### src/tsa_defines.svh
`ifndef TSA_DEFINES_SVH
`define TSA_DEFINES_SVH

// command byte layout
`define TSA_START_BIT     7
`define TSA_CH_HI         6
`define TSA_CH_LO         4
`define TSA_MODE_BIT      3
`define TSA_REFSEL_BIT    2
`define TSA_REFPWR_BIT    1
`define TSA_CONVPWR_BIT   0

// link sequencing counts
`define TSA_ACQ_AT        4'd3
`define TSA_LAST_AT       4'd7
`define TSA_SPACING_12    5'd15
`define TSA_SPACING_8     5'd11
`define TSA_BITS_12       5'd12
`define TSA_BITS_8        5'd8
`define TSA_FRAME_CLKS    5'd24
`define TSA_RX_FROM       5'd8
`define TSA_SINCE_MAX     5'h1f
`define TSA_TOUCH_CH_MASK 8'h3a

// synchroniser reset levels
`define TSA_DEV_SYNC_RST  4'ha
`define TSA_HST_SYNC_RST  3'h4

// timing
`define TSA_PCLK_NS       8
`define TSA_SCK_HALF_NS   96
`define TSA_SCK_HALF_CYC  ((`TSA_SCK_HALF_NS + `TSA_PCLK_NS - 1) / `TSA_PCLK_NS)

// host register map
`define TSA_REG_CTRL      12'h000
`define TSA_REG_CMD       12'h004
`define TSA_REG_STATUS    12'h008
`define TSA_REG_RESULT    12'h00c
`define TSA_CTRL_CSHOLD   0
`define TSA_CTRL_ALERTEN  1
`define TSA_CTRL_RST      2'h2
`define TSA_STAT_ACTIVE   0
`define TSA_STAT_DONE     1
`define TSA_STAT_ALERT    2
`define TSA_STAT_BUSYPIN  3

`endif

### src/tsa_pkg.sv
`include "tsa_defines.svh"

package tsa_pkg;

    typedef enum logic {
        RX_IDLE,
        RX_SHIFT
    } tsa_rx_e;

    typedef enum logic [1:0] {
        H_IDLE,
        H_LOW,
        H_HIGH
    } tsa_host_e;

    function automatic logic tsa_is_touch(input logic [2:0] code);
        logic [7:0] mask;
        mask = `TSA_TOUCH_CH_MASK;
        return mask[code];
    endfunction : tsa_is_touch

endpackage : tsa_pkg

### src/tsa_link_if.sv
`timescale 1ns/1ps

interface tsa_link_if;
    logic serial_clock;
    logic cs_n;
    logic sdi;
    logic sdo;
    logic sdo_oe;
    logic busy;
    logic busy_oe;
    logic touch_alert_n;

    modport dev (
        input  serial_clock,
        input  cs_n,
        input  sdi,
        output sdo,
        output sdo_oe,
        output busy,
        output busy_oe,
        output touch_alert_n
    );

    modport host (
        output serial_clock,
        output cs_n,
        output sdi,
        input  sdo,
        input  sdo_oe,
        input  busy,
        input  busy_oe,
        input  touch_alert_n
    );
endinterface : tsa_link_if

### src/tsa_dev.sv
`timescale 1ns/1ps
`include "tsa_defines.svh"

// Behaviour
// RL1: ignore input until first high bit starts
// RL2: bits 6-4 with select set mux, drivers
// RL3: bit 3 picks 12 or 8 result bits
// RL4: new start every 15th or 11th clock
// RL5: bit 2 picks single-ended or ratiometric reference
// RL6: host uses ratiometric only for touch channels
// RL7: both zero: power down between conversions
// RL8: converter on, reference off, alert disabled
// RL9: reference on, converter off, alert enabled
// RL10: both one: always powered, alert disabled
// RL11: reference power latched as busy rises
// RL12: host sends extra byte to drop reference; host sends none, only one 24-clock frame per command write
// RL13: host lets reference settle; converter instant; host starts each frame at once, with no settling wait
// RL14: powered down: ground Y, alert follows X+
// RL15: touch measurements: pull-up off, alert low
// RL16: other measurements: alert held high
// RL17: converter bit one keeps touch detect off
// RL18: converter bit zero: alert back at end
// RL19: host masks alert while sending commands
// RL20: conversion frame of three 8-clock transfers
// RL21: result follows command, msb first
// RL22: chip select high aborts, keeps reference
// RL23: classify channel as touch or auxiliary
// RL24: decoded fields held until next command
module tsa_dev
    import tsa_pkg::*;
(
    input  logic        pclk,
    input  logic        presetn,
    tsa_link_if.dev     link,
    input  logic [11:0] conv_data,
    input  logic        touch_sense_n,
    output logic [2:0]  channel_code,
    output logic        reference_select,
    output logic        resolution_8bit,
    output logic        reference_power_bit,
    output logic        converter_power_bit,
    output logic        acquire,
    output logic        touch_drive_on,
    output logic        reference_on,
    output logic        converter_on,
    output logic        y_ground_on,
    output logic        xplus_pullup_on
);

    localparam logic [3:0] SYNC_RST = `TSA_DEV_SYNC_RST;

    logic [3:0]  pin_raw;
    logic [3:0]  sync1_r;
    logic [3:0]  sync2_r;
    logic [3:0]  sync3_r;
    logic [3:0]  pin_r;
    logic [3:0]  agree;
    logic        sck_d_r;
    logic        sck_rise;
    logic        sck_fall;
    logic        cs_hi;
    logic        sdi_s;
    logic        touch_s;
    tsa_rx_e     rx_st;
    logic [7:0]  shreg_r;
    logic [7:0]  shift_nxt;
    logic [3:0]  bitcnt_r;
    logic [4:0]  since_r;
    logic        acq_touch_r;
    logic        start_take;
    logic        acq_start;
    logic        cmd_done;
    logic        conv_active_r;
    logic        conv_meas_r;
    logic [4:0]  ocnt_r;
    logic [4:0]  ocnt_nxt;
    logic        conv_mode_r;
    logic        conv_touch_r;
    logic        conv_diff_r;
    logic        conv_pd0_r;
    logic        conv_pd1_r;
    logic [11:0] data_r;
    logic [4:0]  spacing;
    logic [4:0]  nbits;
    logic        eoc_ev;
    logic        pen_en_r;
    logic        measuring;
    logic        meas_touch;

    // pins pass three flops; a level counts once flops two and three agree
    assign pin_raw = {touch_sense_n, link.sdi, link.cs_n, link.serial_clock};
    assign agree   = ~(sync2_r ^ sync3_r);

    always_ff @(posedge pclk or negedge presetn) begin
        if (!presetn) begin
            sync1_r <= SYNC_RST;
            sync2_r <= SYNC_RST;
            sync3_r <= SYNC_RST;
            pin_r   <= SYNC_RST;
            sck_d_r <= 1'b0;
        end else begin
            sync1_r <= pin_raw;
            sync2_r <= sync1_r;
            sync3_r <= sync2_r;
            pin_r   <= (agree & sync3_r) | (~agree & pin_r);
            sck_d_r <= pin_r[0];
        end
    end

    assign cs_hi    = pin_r[1];
    assign sdi_s    = pin_r[2];
    assign touch_s  = pin_r[3];
    assign sck_rise = pin_r[0] & ~sck_d_r & ~cs_hi;
    assign sck_fall = ~pin_r[0] & sck_d_r & ~cs_hi;

    assign spacing   = conv_mode_r ? `TSA_SPACING_8 : `TSA_SPACING_12;
    assign nbits     = conv_mode_r ? `TSA_BITS_8 : `TSA_BITS_12;
    assign shift_nxt = {shreg_r[6:0], sdi_s};
    assign ocnt_nxt  = ocnt_r + 5'd1;

    // start bit only when idle and, during a conversion, past the overlap spacing
    assign start_take = sck_rise & (rx_st == RX_IDLE) & sdi_s &
                        (~conv_active_r | (since_r >= spacing)); // [RL1] [RL4]
    assign acq_start  = sck_rise & (rx_st == RX_SHIFT) & (bitcnt_r == `TSA_ACQ_AT);
    assign cmd_done   = sck_rise & (rx_st == RX_SHIFT) & (bitcnt_r == `TSA_LAST_AT);
    assign eoc_ev     = sck_fall & conv_active_r & (ocnt_nxt == (nbits + 5'd1)); // [RL18]

    // command receiver
    always_ff @(posedge pclk or negedge presetn) begin
        if (!presetn) begin
            rx_st       <= RX_IDLE;
            shreg_r     <= 8'h00;
            bitcnt_r    <= 4'h0;
            acquire     <= 1'b0;
            acq_touch_r <= 1'b0;
        end else if (cs_hi) begin
            rx_st    <= RX_IDLE; // [RL22]
            bitcnt_r <= 4'h0;
            acquire  <= 1'b0;
        end else if (sck_rise) begin
            unique case (rx_st)
                RX_IDLE: begin
                    if (start_take) begin
                        rx_st    <= RX_SHIFT; // [RL1]
                        shreg_r  <= 8'h01;
                        bitcnt_r <= 4'h1;
                    end
                end
                RX_SHIFT: begin
                    shreg_r  <= shift_nxt;
                    bitcnt_r <= bitcnt_r + 4'h1;
                    if (acq_start) begin
                        acquire     <= 1'b1; // [RL20]
                        acq_touch_r <= tsa_is_touch(shift_nxt[2:0]); // [RL23]
                    end
                    if (cmd_done) begin
                        rx_st   <= RX_IDLE;
                        acquire <= 1'b0;
                    end
                end
            endcase
        end
    end

    // rising edges since the last start bit
    always_ff @(posedge pclk or negedge presetn) begin
        if (!presetn) begin
            since_r <= 5'h00;
        end else if (start_take) begin
            since_r <= 5'h01; // [RL4]
        end else if (sck_rise && since_r != `TSA_SINCE_MAX) begin
            since_r <= since_r + 5'h01;
        end
    end

    // decoded fields, held until the next command completes
    always_ff @(posedge pclk or negedge presetn) begin
        if (!presetn) begin
            channel_code        <= 3'h0;
            reference_select    <= 1'b0;
            resolution_8bit     <= 1'b0;
            reference_power_bit <= 1'b0;
            converter_power_bit <= 1'b0;
        end else if (cmd_done) begin
            channel_code        <= shift_nxt[`TSA_CH_HI:`TSA_CH_LO]; // [RL2] [RL24]
            reference_select    <= shift_nxt[`TSA_REFSEL_BIT]; // [RL5]
            resolution_8bit     <= shift_nxt[`TSA_MODE_BIT]; // [RL3]
            reference_power_bit <= shift_nxt[`TSA_REFPWR_BIT];
            converter_power_bit <= shift_nxt[`TSA_CONVPWR_BIT];
        end
    end

    // conversion: busy, result shift-out, reference latch
    always_ff @(posedge pclk or negedge presetn) begin
        if (!presetn) begin
            conv_active_r <= 1'b0;
            conv_meas_r   <= 1'b0;
            ocnt_r        <= 5'h00;
            conv_mode_r   <= 1'b0;
            conv_touch_r  <= 1'b0;
            conv_diff_r   <= 1'b0;
            conv_pd0_r    <= 1'b0;
            conv_pd1_r    <= 1'b0;
            data_r        <= 12'h000;
            reference_on  <= 1'b0;
            link.busy     <= 1'b0;
            link.sdo      <= 1'b0;
            link.busy_oe  <= 1'b0;
            link.sdo_oe   <= 1'b0;
        end else if (cs_hi) begin
            conv_active_r <= 1'b0; // [RL22]
            conv_meas_r   <= 1'b0;
            link.busy     <= 1'b0;
            link.sdo      <= 1'b0;
            link.busy_oe  <= 1'b0;
            link.sdo_oe   <= 1'b0;
        end else begin
            link.busy_oe <= 1'b1;
            link.sdo_oe  <= 1'b1;
            if (cmd_done) begin
                conv_active_r <= 1'b1;
                conv_meas_r   <= 1'b1;
                ocnt_r        <= 5'h00;
                conv_mode_r   <= shift_nxt[`TSA_MODE_BIT]; // [RL3]
                conv_touch_r  <= acq_touch_r;
                conv_diff_r   <= ~shift_nxt[`TSA_REFSEL_BIT]; // [RL5]
                conv_pd0_r    <= shift_nxt[`TSA_CONVPWR_BIT];
                conv_pd1_r    <= shift_nxt[`TSA_REFPWR_BIT];
            end else if (sck_fall && conv_active_r) begin
                ocnt_r <= ocnt_nxt;
                if (ocnt_nxt == 5'd1) begin
                    link.busy    <= 1'b1;
                    reference_on <= conv_pd1_r; // [RL11]
                    data_r       <= conv_mode_r ? {conv_data[11:4], 4'h0} : conv_data;
                end else begin
                    link.busy <= 1'b0;
                    link.sdo  <= data_r[11]; // [RL21]
                    data_r    <= {data_r[10:0], 1'b0};
                end
                if (ocnt_nxt == (nbits + 5'd1)) begin
                    conv_meas_r <= 1'b0;
                end
                if (ocnt_nxt == (nbits + 5'd2)) begin
                    conv_active_r <= 1'b0;
                end
            end
        end
    end

    // converter power and pen detect enable
    always_ff @(posedge pclk or negedge presetn) begin
        if (!presetn) begin
            converter_on <= 1'b0;
            pen_en_r     <= 1'b1;
        end else if (cs_hi) begin
            converter_on <= 1'b0; // [RL22]
            pen_en_r     <= ~converter_power_bit;
        end else begin
            if (acq_start) begin
                converter_on <= 1'b1; // [RL7]
            end else if (eoc_ev) begin
                converter_on <= conv_pd0_r; // [RL8] [RL9] [RL10]
            end
            if (cmd_done && shift_nxt[`TSA_CONVPWR_BIT]) begin
                pen_en_r <= 1'b0; // [RL17]
            end else if (eoc_ev && !conv_pd0_r) begin
                pen_en_r <= 1'b1; // [RL18]
            end
        end
    end

    assign measuring  = acquire | conv_meas_r;
    assign meas_touch = acquire ? acq_touch_r : conv_touch_r;

    // panel switches and alert pin
    always_ff @(posedge pclk or negedge presetn) begin
        if (!presetn) begin
            link.touch_alert_n <= 1'b1;
            xplus_pullup_on    <= 1'b0;
            y_ground_on        <= 1'b0;
            touch_drive_on     <= 1'b0;
        end else begin
            if (measuring) begin
                link.touch_alert_n <= ~meas_touch; // [RL15] [RL16]
            end else begin
                link.touch_alert_n <= pen_en_r ? touch_s : 1'b1; // [RL14] [RL8] [RL10]
            end
            xplus_pullup_on <= pen_en_r & ~(measuring & meas_touch); // [RL15]
            y_ground_on     <= pen_en_r & ~measuring & ~converter_on; // [RL7] [RL14]
            touch_drive_on  <= (acquire & acq_touch_r) |
                               (conv_meas_r & conv_touch_r & conv_diff_r); // [RL2] [RL5]
        end
    end

endmodule : tsa_dev

### src/flat_wrapper.sv
// flat-port wrapper written by rule: the top's interface ports become plain ports
module tsa_dev_flat import tsa_pkg::*;
  (pclk, presetn, conv_data, touch_sense_n, channel_code, reference_select, resolution_8bit, reference_power_bit, converter_power_bit, acquire, touch_drive_on, reference_on, converter_on, y_ground_on, xplus_pullup_on, link_serial_clock, link_cs_n, link_sdi, link_sdo, link_sdo_oe, link_busy, link_busy_oe, link_touch_alert_n);
  tsa_link_if link_i ();
  input  logic pclk;
  input  logic presetn;
  input  logic [11:0] conv_data;
  input  logic touch_sense_n;
  output logic [2:0] channel_code;
  output logic reference_select;
  output logic resolution_8bit;
  output logic reference_power_bit;
  output logic converter_power_bit;
  output logic acquire;
  output logic touch_drive_on;
  output logic reference_on;
  output logic converter_on;
  output logic y_ground_on;
  output logic xplus_pullup_on;
  input wire logic [$bits(link_i.serial_clock)-1:0] link_serial_clock;
  input wire logic [$bits(link_i.cs_n)-1:0] link_cs_n;
  input wire logic [$bits(link_i.sdi)-1:0] link_sdi;
  output wire logic [$bits(link_i.sdo)-1:0] link_sdo;
  output wire logic [$bits(link_i.sdo_oe)-1:0] link_sdo_oe;
  output wire logic [$bits(link_i.busy)-1:0] link_busy;
  output wire logic [$bits(link_i.busy_oe)-1:0] link_busy_oe;
  output wire logic [$bits(link_i.touch_alert_n)-1:0] link_touch_alert_n;
  assign link_i.serial_clock = link_serial_clock;
  assign link_i.cs_n = link_cs_n;
  assign link_i.sdi = link_sdi;
  assign link_sdo = link_i.sdo;
  assign link_sdo_oe = link_i.sdo_oe;
  assign link_busy = link_i.busy;
  assign link_busy_oe = link_i.busy_oe;
  assign link_touch_alert_n = link_i.touch_alert_n;
  tsa_dev u_core (.pclk(pclk), .presetn(presetn), .link(link_i), .conv_data(conv_data), .touch_sense_n(touch_sense_n), .channel_code(channel_code), .reference_select(reference_select), .resolution_8bit(resolution_8bit), .reference_power_bit(reference_power_bit), .converter_power_bit(converter_power_bit), .acquire(acquire), .touch_drive_on(touch_drive_on), .reference_on(reference_on), .converter_on(converter_on), .y_ground_on(y_ground_on), .xplus_pullup_on(xplus_pullup_on));
endmodule
### config.mk
export PLATFORM = sky130hd
export DESIGN_NAME = tsa_dev_flat
export DESIGN_NICKNAME = d
export VERILOG_FILES = /design/src/tsa_pkg.sv /design/src/tsa_link_if.sv /design/src/tsa_dev.sv /design/src/flat_wrapper.sv
export VERILOG_INCLUDE_DIRS = /design/src
export SDC_FILE = /design/constraint.sdc
export NUM_CORES = 1
export LEC_CHECK = 0
export CAP_MARGIN = 25
export CORE_ASPECT_RATIO = 1.1
export CORE_MARGIN = 2
export CORE_UTILIZATION = 55
export DETAILED_ROUTE_END_ITERATION = 12
export DONT_BUFFER_PORTS = 1
export HOLD_SLACK_MARGIN = 0.03
export PLACE_DENSITY = 0.7
export SLEW_MARGIN = 20
export SYNTH_ARGS = -nofsm -noshare
export SYNTH_HDL_FRONTEND = slang
export SYNTH_SLANG_ARGS = --single-unit
### constraint.sdc
create_clock -name pclk -period 2.35 [get_ports pclk]
set_input_delay 0.47 -clock pclk [delete_from_list [all_inputs] [get_ports pclk]]
set_output_delay 0.47 -clock pclk [all_outputs]
set_load 0.01 [all_outputs]
==> run summary <==
P_sw: 0.0006917 W
starting density of the core: 0.5746
site row count: 29
Post-synth EDFFs: 0
RePlAce Congestion: 0.8112
Core ar.: 5806 um^2
Post-synth top flop: dfrtp_1
layout cell share with drive strength beyond 1: 0.1389
GR Util met1: 0.2810
CTS tree: done
worst vdd ir: 0.0004583 V
DR DRC count: 0
startpoint types: register
CP top delay family: simple AND/OR/NAND/NOR gates
CP Class: register to register
WP data arrival: 2340 ps
DRT iter0 DRCs: 135
CTS buffer count: 9
first-pass GRT wire length: 10890 um
Synth area leader: dfrtp_1
Global Route met2 Usage: 0.3252
Post-Synthesis Cells: 312
asr flop ratio synth: 1.000
Worst-Margin Slew: 671.5 ps
Avg Cell Area, Syn: 10.69 um^2
endpoint class of the critical path: register
Power, Total: 0.002748 W
Flop pwr share: 0.545
Final Hold Vio Count: 0
part of the cycle the worst path needs: 0.8970
hpwl dp: 4080 um
initial antenna violation count: 0
Synth-to-Final Area Change: 9.827%
Max stage delay on crit path: 480 ps
Synth cell types: 54
drt pass-1 iters: 4
most common cell in the netlist: dfrtp_1
IO buf count: 0
grt total ovfl: 0
total track usage: 0.2114
GR Layer Usage met3: 0.05684
Fin Setup TNS: 0 ps
largest net degree at the start of global routing: 77
clock-pin slew on the worst setup and hold paths: 80 ps
final WL: 6211 um
Final Critical Period: 2108 ps
required time worst endpoint: 2580 ps
Max Freq: 474.4 MHz
fin. max-slew vios: 0
Clock Skew: 6.934 ps
Leakage: 1.658 nW
vias post-DR: 2271
max_cap viols: 0
crit-path cells: ha_1 > nor4_2 > o21ai_4 > nor2_1 > mux2_2
Clock Latency Late Sink: 340 ps
RSZ-0062 raised after global routing: no
Post CTS Setup Buffer Count: 0
vias in the first global route: 2312
top post-synthesis cells by area: dfrtp_1 50%, dfstp_2 7.9%, nand2_1 6.9%
share of the synthesized area in the top cell type: 0.4951
Clock Sinks: 76
chip width: 78.26 um
Cell Int Power: 0.002056 W
average wire per standard cell: 15.49 um
slew margin rel.: 0.5523
fin nets: 344
Synth Cell Area: 3336 um^2
Synthesis Warnings: 0
ANT cells: 0
slowest CP cell: dfrtp_1
Critical path buffers and inverters: 0
Max clock buf depth: 2
Post-synth top cells: 66 x dfrtp_1, 61 x nand2_1, 23 x o21ai_0
Hold Crit Class: primary input to register
sequential element share of the synthesized area: 0.5739
io pins: 36
power per cell area: 750.1 nW/um^2
Routed Antenna Nets: 0
crit-path max FO: 18
Comb power frac: 0.099
Clk pwr share: 0.356
Vias per Instance: 5.663
CTS root buf: clkbuf_8
DIE AREA: 6705 um^2
Finish-stage setup viols: 0
flops & latches, synth: 76
switching share of total power: 0.2517
H-tree depth: 3
post-synthesis net count: 337
Hold WS: 112.9 ps
Die Ht: 85.68 um
busiest grt layer: met2
status: finished, final reports clean
[flip-flops by register name (all words and copies together) (netlist names), 3 cells and up, named ones only]
register / flops
u_core.data_r: 12
u_core.shreg_r: 6
u_core.ocnt_r: 5
u_core.since_r: 5
u_core.bitcnt_r: 4
u_core.sync1_r: 4
u_core.sync2_r: 4
u_core.sync3_r: 4
u_core.channel_code: 3
[kinds of logic after synthesis]
family	count (synthesis)	synth area share
buf+inv	20	0.02813
fa+ha+maj	11	0.03826
flops	76	0.5739
xor+xnor	5	0.01313
simple gates	121	0.1767
compound gates	65	0.1272
mux	14	0.04276
[stage by stage]
step	worst slack [ps]	cell area, um^2	util	cells
finish	242.1	3664	0.6310	401
global route	32.12	3664	0.6310	401
CTS	187.4	3650	0.6287	401
detailed placement	172.7	3417	0.5886	383
global placement	240.9	3417	0.5886	383
floorplan	513.7	3336	-	312
[metal layers]
layer,up-vias,part of all wire
li1,1108,-
met1,1108,0.45
met2,47,0.49
met3,8,0.044
met4,0,0.015
met5,-,0
[cell type report]
cell class	count	area, um^2
Sequential cell	76	1914
Clock inverter	4	50.05
Inverter	7	26.28
Timing Repair Buffer	9	90.09
Fill cell	495	2142
Multi-Input combinational cell	216	1341
Clock buffer	12	145.1
Tap cell	77	96.34
[power groups by stage]
stage	Combinational [W]	Sequential, W	Clock (W)
global placement	0.000231	0.00152	0
floorplan	0.000201	0.00150	0
CTS	0.000278	0.00150	0.00101
detailed placement	0.000243	0.00152	0
global route	0.000315	0.00152	0.00106
finish	0.000272	0.00150	0.000979
[path summary, 6_finish.rpt]
path / start / endpoint / slack (ps) / cells past startpoint
setup reg to reg: u_core.ocnt_r[0] / u_core.reference_on / 240 / 5
hold reg to reg: u_core.sync1_r[2] / u_core.sync2_r[2] / 350 / 0
min in group asynchronous: presetn / u_core.link.sdo / 670 / 2
max in group asynchronous: presetn / u_core.sync2_r[3] / 1340 / 2
setup / recovery: u_core.ocnt_r[0] / u_core.reference_on / 240 / 5
hold / removal: link_cs_n / u_core.sync1_r[1] / 110 / 0
[repair_timing]
item,in CTS,in global routing
setup endpoints to repair,0,4
hold buffers,2,0
gates resized for setup,0,2
hold endpoints to repair,76,0
[layout by cell type, fill, tap and decap left out, types with 2 or more instances in the layout]
| cell | netlist | layout |
|---|---|---|
| buf_4 | 2 | 7 |
| clkbuf_1 | 7 | 2 |
| ha_1 | 7 | 7 |
| inv_1 | 5 | 5 |
| maj3_1 | 4 | 4 |
| a31oi_1 | 6 | 6 |
| mux2_2 | 2 | 2 |
| nand2b_1 | 5 | 5 |
| dfrtp_1 | 66 | 66 |
| mux2i_1 | 12 | 12 |
| a21oi_1 | 9 | 9 |
| o221ai_1 | 2 | 2 |
| or3b_1 | 3 | 3 |
| a21o_1 | 3 | 3 |
| nand2_1 | 61 | 61 |
| nand4b_1 | 3 | 3 |
| clkinvlp_4 | 0 | 2 |
| a22oi_1 | 5 | 5 |
| and3_1 | 3 | 3 |
| nand3_1 | 9 | 9 |
| a31o_2 | 3 | 3 |
| dfstp_2 | 10 | 10 |
| nor3_1 | 4 | 4 |
| nor2b_1 | 6 | 6 |
| nand4_1 | 3 | 3 |
| xor2_1 | 5 | 5 |
| clkbuf_8 | 0 | 10 |
| o21ai_0 | 23 | 23 |
| nor2_1 | 15 | 15 |
Power figures use the tool's default switching activity.
